File: src/core/iets_consts.svh
// constants of the interrupt and event transfer system
`ifndef IETS_CONSTS_SVH
`define IETS_CONSTS_SVH
`define IETS_NODE_BASE 12'h000
`define IETS_SEL_OFS 12'h100
`define IETS_CH_BASE 12'h140
`define IETS_CH_END 12'h1c0
`define IETS_ER_EDGE 12'h200
`define IETS_ER_ROUTE 12'h204
`define IETS_ER_GATE 12'h208
`define IETS_TRAP_OFS 12'h20c
`define IETS_STAT_OFS 12'h210
`define IETS_F_EN 6
`define IETS_F_REQ 7
`define IETS_F_XF 8
`define IETS_F_CH 9
`define IETS_F_WORD 8
`define IETS_F_INCS 9
`define IETS_F_INCD 10
`define IETS_F_CONT 11
`define IETS_VEC_NODE0 8'h10
`define IETS_VEC_SR0 8'h04
`define IETS_RESP_JC 7
`define IETS_RESP_NOJC 11
`endif

File: src/core/iets_pkg.sv
// types of the interrupt and event transfer system
package iets_pkg;
   // per node control
   typedef struct packed {
      logic [2:0] chan;
      logic xf;
      logic req;
      logic en;
      logic [3:0] prio;
   } iets_node_t;
   // per transfer channel
   typedef struct packed {
      logic [23:0] src;
      logic [23:0] dst;
      logic [7:0] cnt;
      logic word;
      logic incS;
      logic incD;
      logic cont;
   } iets_chan_t;
   // one data move for the memory side
   typedef struct packed {
      logic [23:0] src;
      logic [23:0] dst;
      logic word;
   } iets_xfer_t;
   typedef enum logic [1:0] {ST_IDLE, ST_WAIT, ST_SVC, ST_XFER} iets_state_t;
endpackage : iets_pkg

File: src/core/iets_top.sv
// interrupt nodes, transfer channels, router and trap logic
//
// Our own choices: the placing of the registers and the AHB-Lite slave port.
`timescale 1ns/1ps
`include "iets_consts.svh"
module iets_top import iets_pkg::*; #(
   parameter int NODES = 46,
   parameter int CHANS = 8,
   parameter int SHARED = 4,
   parameter int ERCH = 4
) (
   // clock and reset
   input wire logic clk,
   input wire logic rst,
   // ahb-lite slave
   input wire logic hsel,
   input wire logic [11:0] haddr,
   input wire logic [1:0] htrans,
   input wire logic hwrite,
   input wire logic [2:0] hsize,
   input wire logic [31:0] hwdata,
   input wire logic hready,
   output logic [31:0] hrdata,
   output logic hreadyout,
   output logic hresp,
   // request sources
   input wire logic [NODES-1:0] srcReq,
   input wire logic [3:0] srcShared,
   input wire logic [ERCH-1:0] erIn,
   input wire logic [2:0] esrPin,
   input wire logic [3:0] hwTrap,
   // cpu side
   input wire logic [3:0] cpuLevel,
   input wire logic jumpCache,
   input wire logic svcDone,
   input wire logic trapDone,
   input wire logic swTrapValid,
   input wire logic [7:0] swTrapNum,
   output logic intBranch,
   output logic [7:0] intVector,
   output logic trapBranch,
   output logic [7:0] trapVector,
   output logic cpuStall,
   output logic xferValid,
   output iets_xfer_t xfer,
   output logic [ERCH-1:0] erOut
);
   ////////////////////////////////////////////////////////////
   // storage
   iets_node_t node [NODES]; // node control words
   iets_chan_t chan [CHANS]; // transfer channels
   logic [NODES-1:0] zeroReq; // counter-expired requests
   logic [2*SHARED-1:0] srcSel; // shared node selects
   logic [2*ERCH-1:0] erEdge; // edge mode per input
   logic [4*ERCH-1:0] erRoute; // input mask per gate
   logic [11:0] erGate; // pattern and gate modes
   logic [ERCH-1:0] erPrev; // last router levels
   logic [2:0] esrPrev; // last pin levels
   logic [5:0] trapFlags; // sticky trap flags
   logic [5:0] trapPend; // traps awaiting entry
   logic trapActive; // trap service running
   logic [2:0] trapLvl; // index of running trap
   logic swPend; // software trap waiting
   logic [7:0] swNum; // its trap number
   iets_state_t state; // service sequencer
   logic [3:0] waitCnt; // response delay
   logic [7:0] pendVec; // vector being entered
   logic [5:0] xfNode; // node of current transfer
   logic [2:0] xfChan; // channel of current transfer
   // bus data phase
   logic wrEn;
   logic [11:0] wrAddr;

   ////////////////////////////////////////////////////////////
   // ahb-lite slave: zero wait, always okay
   logic acc;
   assign acc = hsel && hready && htrans[1];
   // capture write address for the data phase
   always_ff @(posedge clk) begin
      if (rst) begin
         wrEn <= 1'b0;
         wrAddr <= 12'h000;
      end else begin
         wrEn <= acc && hwrite;
         wrAddr <= haddr;
      end
   end
   // response flops
   always_ff @(posedge clk) begin
      if (rst) begin
         hreadyout <= 1'b1;
         hresp <= 1'b0;
      end else begin
         hreadyout <= 1'b1;
         hresp <= 1'b0;
      end
   end
   // read data, registered at the address phase
   logic [31:0] rdVal;
   logic [5:0] rNode;
   logic [2:0] rCh;
   always_comb begin
      rNode = haddr[7:2];
      rCh = 3'((haddr - `IETS_CH_BASE) >> 4); // channel slot from its base
      rdVal = 32'h0000_0000;
      if (haddr < 12'(NODES * 4)) begin
         // fields at the positions that writes use
         rdVal = {20'h0, node[rNode].chan, node[rNode].xf, node[rNode].req,
                  node[rNode].en, 2'h0, node[rNode].prio};
      end else if (haddr == `IETS_SEL_OFS) begin
         rdVal = 32'(srcSel);
      end else if (haddr >= `IETS_CH_BASE && haddr < `IETS_CH_END) begin
         if (haddr[3:2] == 2'h0)
            rdVal = {8'h0, chan[rCh].src};
         else if (haddr[3:2] == 2'h1)
            rdVal = {8'h0, chan[rCh].dst};
         else if (haddr[3:2] == 2'h2)
            rdVal = {20'h0, chan[rCh].cont, chan[rCh].incD,
                     chan[rCh].incS, chan[rCh].word, chan[rCh].cnt};
      end else if (haddr == `IETS_ER_EDGE) begin
         rdVal = 32'(erEdge);
      end else if (haddr == `IETS_ER_ROUTE) begin
         rdVal = 32'(erRoute);
      end else if (haddr == `IETS_ER_GATE) begin
         rdVal = {20'h0, erGate};
      end else if (haddr == `IETS_TRAP_OFS) begin
         rdVal = {26'h0, trapFlags};
      end else if (haddr == `IETS_STAT_OFS) begin
         rdVal = {16'h0, trapActive, trapLvl, 2'(state), 2'h0, pendVec};
      end
   end
   always_ff @(posedge clk) begin
      if (rst)
         hrdata <= 32'h0000_0000;
      else if (acc && !hwrite)
         hrdata <= rdVal;
   end

   ////////////////////////////////////////////////////////////
   // external request router
   logic [ERCH-1:0] erEvt;
   logic [ERCH-1:0] next_erOut;
   always_comb begin
      for (int i = 0; i < ERCH; i++) begin
         // rising, falling or both edges
         erEvt[i] = (erEdge[2*i] && erIn[i] && !erPrev[i]) ||
                    (erEdge[2*i+1] && !erIn[i] && erPrev[i]);
      end
      for (int k = 0; k < ERCH; k++) begin
         // combine routed events, then pattern filter
         logic hit;
         logic match;
         hit = |(erEvt & erRoute[4*k +: 4]);
         match = (erIn == erGate[3:0]);
         case (erGate[4+2*k +: 2])
            2'h0: next_erOut[k] = hit;
            2'h1: next_erOut[k] = hit && match;
            2'h2: next_erOut[k] = hit && !match;
            default: next_erOut[k] = 1'b0;
         endcase
      end
   end
   // router flops
   always_ff @(posedge clk) begin
      if (rst) begin
         erPrev <= erIn; // follow the pins: no false edge at release
         erOut <= '0;
      end else begin
         erPrev <= erIn;
         erOut <= next_erOut;
      end
   end

   ////////////////////////////////////////////////////////////
   // node request events and arbitration
   logic [NODES-1:0] nodeEvt;
   logic winValid;
   logic [5:0] winIdx;
   logic [3:0] winPri;
   always_comb begin
      for (int n = 0; n < NODES; n++) begin
         nodeEvt[n] = srcReq[n];
         if (n < ERCH)
            nodeEvt[n] = srcReq[n] || erOut[n];
         if (n >= NODES - SHARED)
            nodeEvt[n] = srcShared[srcSel[2*(n-NODES+SHARED) +: 2]];
      end
      winValid = 1'b0;
      winIdx = 6'h00;
      winPri = cpuLevel;
      for (int n = 0; n < NODES; n++) begin
         // strictly above the best so far; lowest index wins ties
         if (((node[n].req && node[n].en) || zeroReq[n]) &&
             node[n].prio > winPri) begin
            winValid = 1'b1;
            winIdx = 6'(n);
            winPri = node[n].prio;
         end
      end
   end

   ////////////////////////////////////////////////////////////
   // traps and system requests
   logic [5:0] trapEvt;
   logic trapGo;
   logic [2:0] trapIdx;
   always_comb begin
      trapEvt = {hwTrap,
                 (esrPin[1] && !esrPrev[1]) || (esrPin[2] && !esrPrev[2]),
                 esrPin[0] && !esrPrev[0]};
      trapGo = 1'b0;
      trapIdx = 3'h0;
      for (int t = 5; t >= 0; t--) begin
         // lower index is higher priority
         if (trapPend[t] && (!trapActive || 3'(t) < trapLvl)) begin
            trapGo = 1'b1;
            trapIdx = 3'(t);
         end
      end
   end
   // trap sequencing
   always_ff @(posedge clk) begin
      if (rst) begin
         esrPrev <= esrPin; // follow the pins: no false edge at release
         trapPend <= 6'h00;
         trapActive <= 1'b0;
         trapLvl <= 3'h0;
         trapBranch <= 1'b0;
         trapVector <= 8'h00;
      end else begin
         esrPrev <= esrPin;
         trapBranch <= trapGo;
         if (trapDone)
            trapActive <= 1'b0;
         if (trapGo) begin
            // immediate entry
            trapActive <= 1'b1;
            trapLvl <= trapIdx;
            trapVector <= (trapIdx < 3'h2) ? `IETS_VEC_SR0 + 8'(trapIdx)
                                           : 8'(trapIdx - 3'h2);
            trapPend <= (trapPend & ~(6'h01 << trapIdx)) | trapEvt;
         end else begin
            trapPend <= trapPend | trapEvt;
         end
      end
   end
   // trap flags: set wins over write-one-to-clear
   always_ff @(posedge clk) begin
      if (rst)
         trapFlags <= 6'h00;
      else if (wrEn && wrAddr == `IETS_TRAP_OFS)
         trapFlags <= (trapFlags & ~hwdata[5:0]) | trapEvt;
      else
         trapFlags <= trapFlags | trapEvt;
   end

   ////////////////////////////////////////////////////////////
   // service sequencer
   logic idleOk;
   logic grantAny;
   logic grantVec;
   logic [3:0] respLoad;
   assign idleOk = state == ST_IDLE && !trapActive && !trapGo;
   assign grantAny = idleOk && !swPend && winValid;
   assign grantVec = grantAny && (zeroReq[winIdx] || !node[winIdx].xf);
   assign respLoad = jumpCache ? 4'(`IETS_RESP_JC - 2) : 4'(`IETS_RESP_NOJC - 2);
   // software trap latch
   always_ff @(posedge clk) begin
      if (rst) begin
         swPend <= 1'b0;
         swNum <= 8'h00;
      end else if (swTrapValid && !swPend) begin
         swPend <= 1'b1;
         swNum <= swTrapNum;
      end else if (idleOk && swPend) begin
         swPend <= 1'b0;
      end
   end
   // state, delay and cpu outputs
   always_ff @(posedge clk) begin
      if (rst) begin
         state <= ST_IDLE;
         waitCnt <= 4'h0;
         pendVec <= 8'h00;
         intBranch <= 1'b0;
         intVector <= 8'h00;
         xferValid <= 1'b0;
         cpuStall <= 1'b0;
         xfer <= '0;
         xfNode <= 6'h00;
         xfChan <= 3'h0;
      end else begin
         intBranch <= 1'b0;
         xferValid <= 1'b0;
         cpuStall <= 1'b0;
         case (state)
            ST_IDLE: begin
               if (idleOk && swPend) begin
                  state <= ST_WAIT;
                  waitCnt <= respLoad;
                  pendVec <= swNum;
               end else if (grantVec) begin
                  state <= ST_WAIT;
                  waitCnt <= respLoad;
                  pendVec <= `IETS_VEC_NODE0 + 8'(winIdx);
               end else if (grantAny) begin
                  // single stolen cycle
                  state <= ST_XFER;
                  xferValid <= 1'b1;
                  cpuStall <= 1'b1;
                  xfNode <= winIdx;
                  xfChan <= node[winIdx].chan;
                  xfer.src <= chan[node[winIdx].chan].src;
                  xfer.dst <= chan[node[winIdx].chan].dst;
                  xfer.word <= chan[node[winIdx].chan].word;
               end
            end
            ST_WAIT: begin
               // delay frozen while a trap runs
               if (!trapActive && !trapGo) begin
                  if (waitCnt == 4'h0) begin
                     intBranch <= 1'b1;
                     intVector <= pendVec;
                     state <= ST_SVC;
                  end else begin
                     waitCnt <= waitCnt - 4'h1;
                  end
               end
            end
            ST_SVC: begin
               if (svcDone)
                  state <= ST_IDLE;
            end
            default: state <= ST_IDLE;
         endcase
      end
   end

   ////////////////////////////////////////////////////////////
   // node control words and zero-count requests
   always_ff @(posedge clk) begin
      if (rst) begin
         for (int n = 0; n < NODES; n++)
            node[n] <= '0;
         zeroReq <= '0;
         srcSel <= '0;
      end else begin
         for (int n = 0; n < NODES; n++) begin
            logic wr;
            wr = wrEn && wrAddr == `IETS_NODE_BASE + 12'(n * 4);
            if (wr) begin
               node[n].prio <= hwdata[3:0];
               node[n].en <= hwdata[`IETS_F_EN];
               node[n].req <= hwdata[`IETS_F_REQ];
               node[n].xf <= hwdata[`IETS_F_XF];
               node[n].chan <= hwdata[`IETS_F_CH +: 3];
            end else if (grantAny && winIdx == 6'(n)) begin
               node[n].req <= 1'b0;
            end
            if (nodeEvt[n])
               node[n].req <= 1'b1;
            if (grantAny && winIdx == 6'(n))
               zeroReq[n] <= 1'b0;
            if (state == ST_XFER && xfNode == 6'(n) && !chan[xfChan].cont &&
                chan[xfChan].cnt == 8'h01)
               zeroReq[n] <= 1'b1;
         end
         if (wrEn && wrAddr == `IETS_SEL_OFS)
            srcSel <= hwdata[2*SHARED-1:0];
      end
   end

   ////////////////////////////////////////////////////////////
   // transfer channels: pointer and counter update
   always_ff @(posedge clk) begin
      if (rst) begin
         for (int c = 0; c < CHANS; c++)
            chan[c] <= '0;
      end else begin
         for (int c = 0; c < CHANS; c++) begin
            logic [11:0] base;
            logic [23:0] step;
            base = `IETS_CH_BASE + 12'(c * 16);
            step = chan[c].word ? 24'h000002 : 24'h000001;
            if (state == ST_XFER && xfChan == 3'(c)) begin
               if (chan[c].incS)
                  chan[c].src <= chan[c].src + step;
               if (chan[c].incD)
                  chan[c].dst <= chan[c].dst + step;
               if (!chan[c].cont)
                  chan[c].cnt <= chan[c].cnt - 8'h01;
            end
            if (wrEn && wrAddr == base)
               chan[c].src <= hwdata[23:0];
            if (wrEn && wrAddr == base + 12'h004)
               chan[c].dst <= hwdata[23:0];
            if (wrEn && wrAddr == base + 12'h008) begin
               chan[c].cnt <= hwdata[7:0];
               chan[c].word <= hwdata[`IETS_F_WORD];
               chan[c].incS <= hwdata[`IETS_F_INCS];
               chan[c].incD <= hwdata[`IETS_F_INCD];
               chan[c].cont <= hwdata[`IETS_F_CONT];
            end
         end
      end
   end

   ////////////////////////////////////////////////////////////
   // router configuration
   always_ff @(posedge clk) begin
      if (rst) begin
         erEdge <= '0;
         erRoute <= '0;
         erGate <= 12'h000;
      end else if (wrEn) begin
         if (wrAddr == `IETS_ER_EDGE)
            erEdge <= hwdata[2*ERCH-1:0];
         else if (wrAddr == `IETS_ER_ROUTE)
            erRoute <= hwdata[4*ERCH-1:0];
         else if (wrAddr == `IETS_ER_GATE)
            erGate <= hwdata[11:0];
      end
   end

   logic [NODES-1:0] reqBits;
   always_comb
      for (int n = 0; n < NODES; n++)
         reqBits[n] = node[n].req;
endmodule : iets_top

File: config.mk
export PLATFORM = sky130hd
export DESIGN_NAME = iets_top
export DESIGN_NICKNAME = d
export VERILOG_FILES = /design/src/core/iets_pkg.sv /design/src/core/iets_top.sv
export VERILOG_INCLUDE_DIRS = /design/src /design/src/core
export SDC_FILE = /design/constraint.sdc
export NUM_CORES = 2
export LEC_CHECK = 0
export BUFFER_PORTS_ARGS = -buffer_cell sky130_fd_sc_hd__clkbuf_2
export CAP_MARGIN = 20
export CORE_AREA = 2 2 490 370
export CTS_BUF_LIST = sky130_fd_sc_hd__clkbuf_4
export DETAILED_ROUTE_END_ITERATION = 10
export DIE_AREA = 0 0 492 372
export GPL_ROUTABILITY_DRIVEN = 1
export PLACE_DENSITY = 0.72
export SYNTH_ARGS = -nofsm -noshare
export SYNTH_HDL_FRONTEND = slang
export SYNTH_SLANG_ARGS = --single-unit
File: constraint.sdc
create_clock -name clk -period 109.1 [get_ports clk]
set_input_delay 5.455 -clock clk [delete_from_list [all_inputs] [get_ports clk]]
set_output_delay 5.455 -clock clk [all_outputs]
set_load 0.05 [all_outputs]
==> results_tabular.tex <==
\begin{tabular}{lr}
\hline
Metric & Value \\
\hline
\multicolumn{2}{l}{\textbf{Run status}} \\
\quad Status & finished clean \\
\multicolumn{2}{l}{\textbf{Clocking}} \\
\quad Post-CTS Resized & 0 \\
\quad CTS clk-pin slew, worst paths & 0.07 ns \\
\quad Hold Buf Count CTS & 0 \\
\quad Total clock sinks & 1192 \\
\quad Buffer depth of the longest clock path & 4 \\
\quad TritonCTS clock tree & built \\
\quad Number of buffers added for setup after CTS & 0 \\
\quad Clock buffer count from CTS & 335 \\
\quad Cell at the root of the clock tree & clkbuf\_4 \\
\quad Count of H-tree levels built during CTS & 5 \\
\quad Worst skew pair latency & 1.41 ns \\
\multicolumn{2}{l}{\textbf{Floorplanning}} \\
\quad Total number of placement rows & 135 \\
\quad Die height & 372 um \\
\quad Starting density of the core & 0.446 \\
\quad Area inside the core boundary & 179000 um2 \\
\quad Die width & 492 um \\
\quad Number of top-level pins & 238 \\
\quad Area enclosed by the die boundary & 183000 um2 \\
\multicolumn{2}{l}{\textbf{Timing}} \\
\quad Slew Limit Headroom & 0.110 \\
\quad Setup TNS Final & 0 ns \\
\quad RSZ-0062 raised after global routing & false \\
\quad Number of pins with negative max-slew slack in the final report & 0 \\
\quad Worst Tran Pin Value & 1.33 ns \\
\quad Clock period minus final worst setup slack & 88.82 ns \\
\quad Ratio of final minimum period to clock period & 0.814 \\
\quad Final setup vio count & 0 \\
\quad Timing-limited maximum frequency & 11.3 MHz \\
\quad Final setup slack of the worst path & 20.28 ns \\
\quad Final hold viol count & 0 \\
\quad Setup clock skew after layout & 0.162 ns \\
\multicolumn{2}{l}{\textbf{Logic synthesis}} \\
\quad Primary flip-flop cell chosen by synthesis mapping & edfxtp\_1 \\
\quad Cell types with the largest area share after synthesis & edfxtp\_1 (35\%), mux4\_2 (8.0\%), dfxtp\_1 (6.3\%) \\
\quad Area fraction of the dominant cell type after synthesis & 0.354 \\
\quad Gate count after technology mapping & 8147 \\
\quad Netlist area before placement & 79800 um2 \\
\quad Warnings, synthesis & 0 \\
\quad EDFF count, synth & 940 \\
\quad Yosys cell types & 142 \\
\quad Cell type contributing the most total cell area after synthesis & edfxtp\_1 \\
\quad Sequential-to-total area share from yosys stat & 0.417 \\
\quad Synth Area per Inst & 9.79 um2 \\
\quad Flops \& latches, synth & 1192 \\
\quad Post-synth ARST share & 0 \\
\multicolumn{2}{l}{\textbf{Place}} \\
\quad HPWL after detailed placement & 213 mm \\
\quad Cell area reported after detailed placement & 82800 um2 \\
\quad Weighted congestion at the end of routability-driven global placement & 1.03 \\
\quad Port bufs & 207 \\
\quad Placement-stage worst setup slack & 21.10 ns \\
\multicolumn{2}{l}{\textbf{Routing}} \\
\quad Detailed-route via count & 72300 \\
\quad Routed wire length per instance & 26.9 um \\
\quad Total length of routed wires & 295 mm \\
\quad TritonRoute pass-1 iters & 10 \\
\quad DR vias/cell & 6.59 \\
\quad Initial drt markers & 12500 \\
\quad Residual antenna-violating net count after detailed routing & 0 \\
\quad Remaining routing DRC violations & 0 \\
\multicolumn{2}{l}{\textbf{Final layout}} \\
\quad Share of layout cells above drive strength 1 & 0.163 \\
\quad Share of the core filled with cells in the final layout & 0.488 \\
\quad Final design instance area without fill & 87300 um2 \\
\quad P\&R area growth vs syn & 9.42\% \\
\quad Nets@finish & 8613 \\
\multicolumn{2}{l}{\textbf{Critical path}} \\
\quad Critical Path Most Common Cell & ha\_1 \\
\quad Startpoint type of the worst setup path & input port \\
\quad Crit path DAT & 89.98 ns \\
\quad CP max FO & 141 \\
\quad CP required & 110.26 ns \\
\quad Reg-to-Reg Start & node[0][1] \\
\quad CP startpoint & cpuLevel[1] \\
\quad Slowest stage delay, CP & 0.85 ns \\
\quad Category of the most critical setup path & in2reg \\
\quad Library cell contributing the largest single delay on the critical path & buf\_4 \\
\quad Endpoint class of the critical path & flip-flop \\
\multicolumn{2}{l}{\textbf{Global route}} \\
\quad First-pass GRT wire length & 428 mm \\
\quad Number of antenna violations at the first check in global routing & 17 \\
\quad Overall fraction of global-route tracks in use & 0.309 \\
\quad Largest net degree at the start of global routing & 142 \\
\quad Vias in the first global route & 66200 \\
\quad Leftover overflow at the end of global routing & 0 \\
\multicolumn{2}{l}{\textbf{Worst hold path}} \\
\quad Class of the most critical hold timing path & reg2reg \\
\quad Hold path startpoint & trapVector[1] \\
\multicolumn{2}{l}{\textbf{Run}} \\
\quad Max-cap viol count & 0 \\
\hline
\end{tabular}
-- per-stage QoR --
stage	instances	hold slack, ns
global placement	10300	0.440
CTS	10900	0.463
finish	11000	0.459
detailed placement	10300	0.449
global route	11000	0.481
floorplan	8159	0.432
-- Yosys cell counts, drive strengths merged (51+ instances only) --
cell	instances
and2	73
nand2b	51
nand3	238
o211ai	101
a211oi	110
nor2b	72
a22o	66
and3	159
mux2i	257
o21ai	428
xnor2	245
dfxtp	252
or3	57
o31ai	226
mux2	54
buf	141
nor2	876
nand3b	79
nor3	111
mux4	284
edfxtp	940
a31oi	82
ha	167
inv	297
o22ai	101
clkbuf	395
nand2	1026
xor2	210
a21oi	373
-- layout make-up --
type                       count  area [um2]
fill                       16200       91700
multi-input combinational   6133       43300
clock inverter                65         363
tap                         2397        3000
clock buffer                 530        3980
sequential                  1192       33300
timing repair buffer         339        2190
inverter                     298        1120
antenna                       11        27.5
-- final timing paths --
path,endpoint,slack (ns),cells past startpoint
worst max-delay path,xfer[28],20.28,366
worst min-delay path,trapVector[1],0.46,2
worst max register to register,xfer[28],24.08,364
worst min register to register,trapVector[1],0.46,2
-- critical path, delay by kind of cell --
kind	cells	cell delay, ns
AO/OA/AOI/OAI	151	34.31
adder cells (fa/ha/maj)	52	14.85
buffers and inverters	29	3.45
multiplexers	30	9.90
AND/OR/NAND/NOR	104	21.69
-- layout by cell type (no fill, tap or decap), types with 39 or more instances in the layout --
cell | Yosys | routed
nand2_1 | 1023 | 1019
edfxtp_1 | 940 | 940
nor2_1 | 873 | 857
clkbuf_4 | 0 | 531
o21ai_0 | 390 | 389
a21oi_1 | 370 | 370
inv_1 | 294 | 294
mux4_2 | 284 | 284
mux2i_1 | 255 | 255
dfxtp_1 | 252 | 252
xnor2_1 | 245 | 245
nand3_1 | 238 | 237
o31ai_1 | 219 | 216
xor2_1 | 210 | 210
clkbuf_2 | 1 | 201
ha_1 | 167 | 167
and3_1 | 159 | 159
buf_4 | 31 | 120
a211oi_1 | 108 | 107
nor3_1 | 108 | 105
o22ai_1 | 99 | 99
o211ai_1 | 84 | 84
a31oi_1 | 81 | 81
nand3b_1 | 77 | 77
nor2b_1 | 72 | 72
and2_1 | 69 | 69
a22o_1 | 65 | 65
or3_1 | 57 | 57
nand2b_1 | 51 | 51
clkinv_1 | 1 | 47
a21o_1 | 46 | 46
nand4_1 | 44 | 44
mux2_2 | 44 | 44
nor4_1 | 42 | 39
-- cells by family (layout without fill, tap and decap cells) --
kind of cell    count (synthesis)  count (layout)  share of synthesized area
simple gates                 2948            2948                      0.171
compound gates               1924            1924                      0.167
flops                        1192            1192                      0.417
buf+inv                       834            1232                     0.0423
mux                           595             595                      0.120
xor+xnor                      455             455                     0.0499
fa+ha+maj                     197             197                     0.0320
other cells                     2              25                  0.0000941
-- flip-flops by register name, summed over array words and instances (netlist names), 6 cells and up, named ones only --
signal	flops
chan	480
erEdge	8
erGate	12
erRoute	16
hrdata	24
intVector	8
node	460
pendVec	8
srcSel	8
swNum	8
trapFlags	6
trapPend	6
wrAddr	12
xfNode	6
xfer	49
zeroReq	46
-- per-layer routing --
| metal | global-route usage | part of all wire | vias up | routed length (um) |
|---|---|---|---|---|
| li1 | - | - | 30800 | - |
| met1 | 0.430 | 0.38 | 34700 | 112000 |
| met2 | 0.421 | 0.40 | 5918 | 117000 |
| met3 | 0.129 | 0.18 | 761 | 52600 |
| met4 | 0.122 | 0.042 | 20 | 12500 |
| met5 | 0.00961 | 0.0013 | - | 392 |
Power is not shown: default switching activity piles up to over one toggle a cycle in this logic, so the estimate is an artifact.
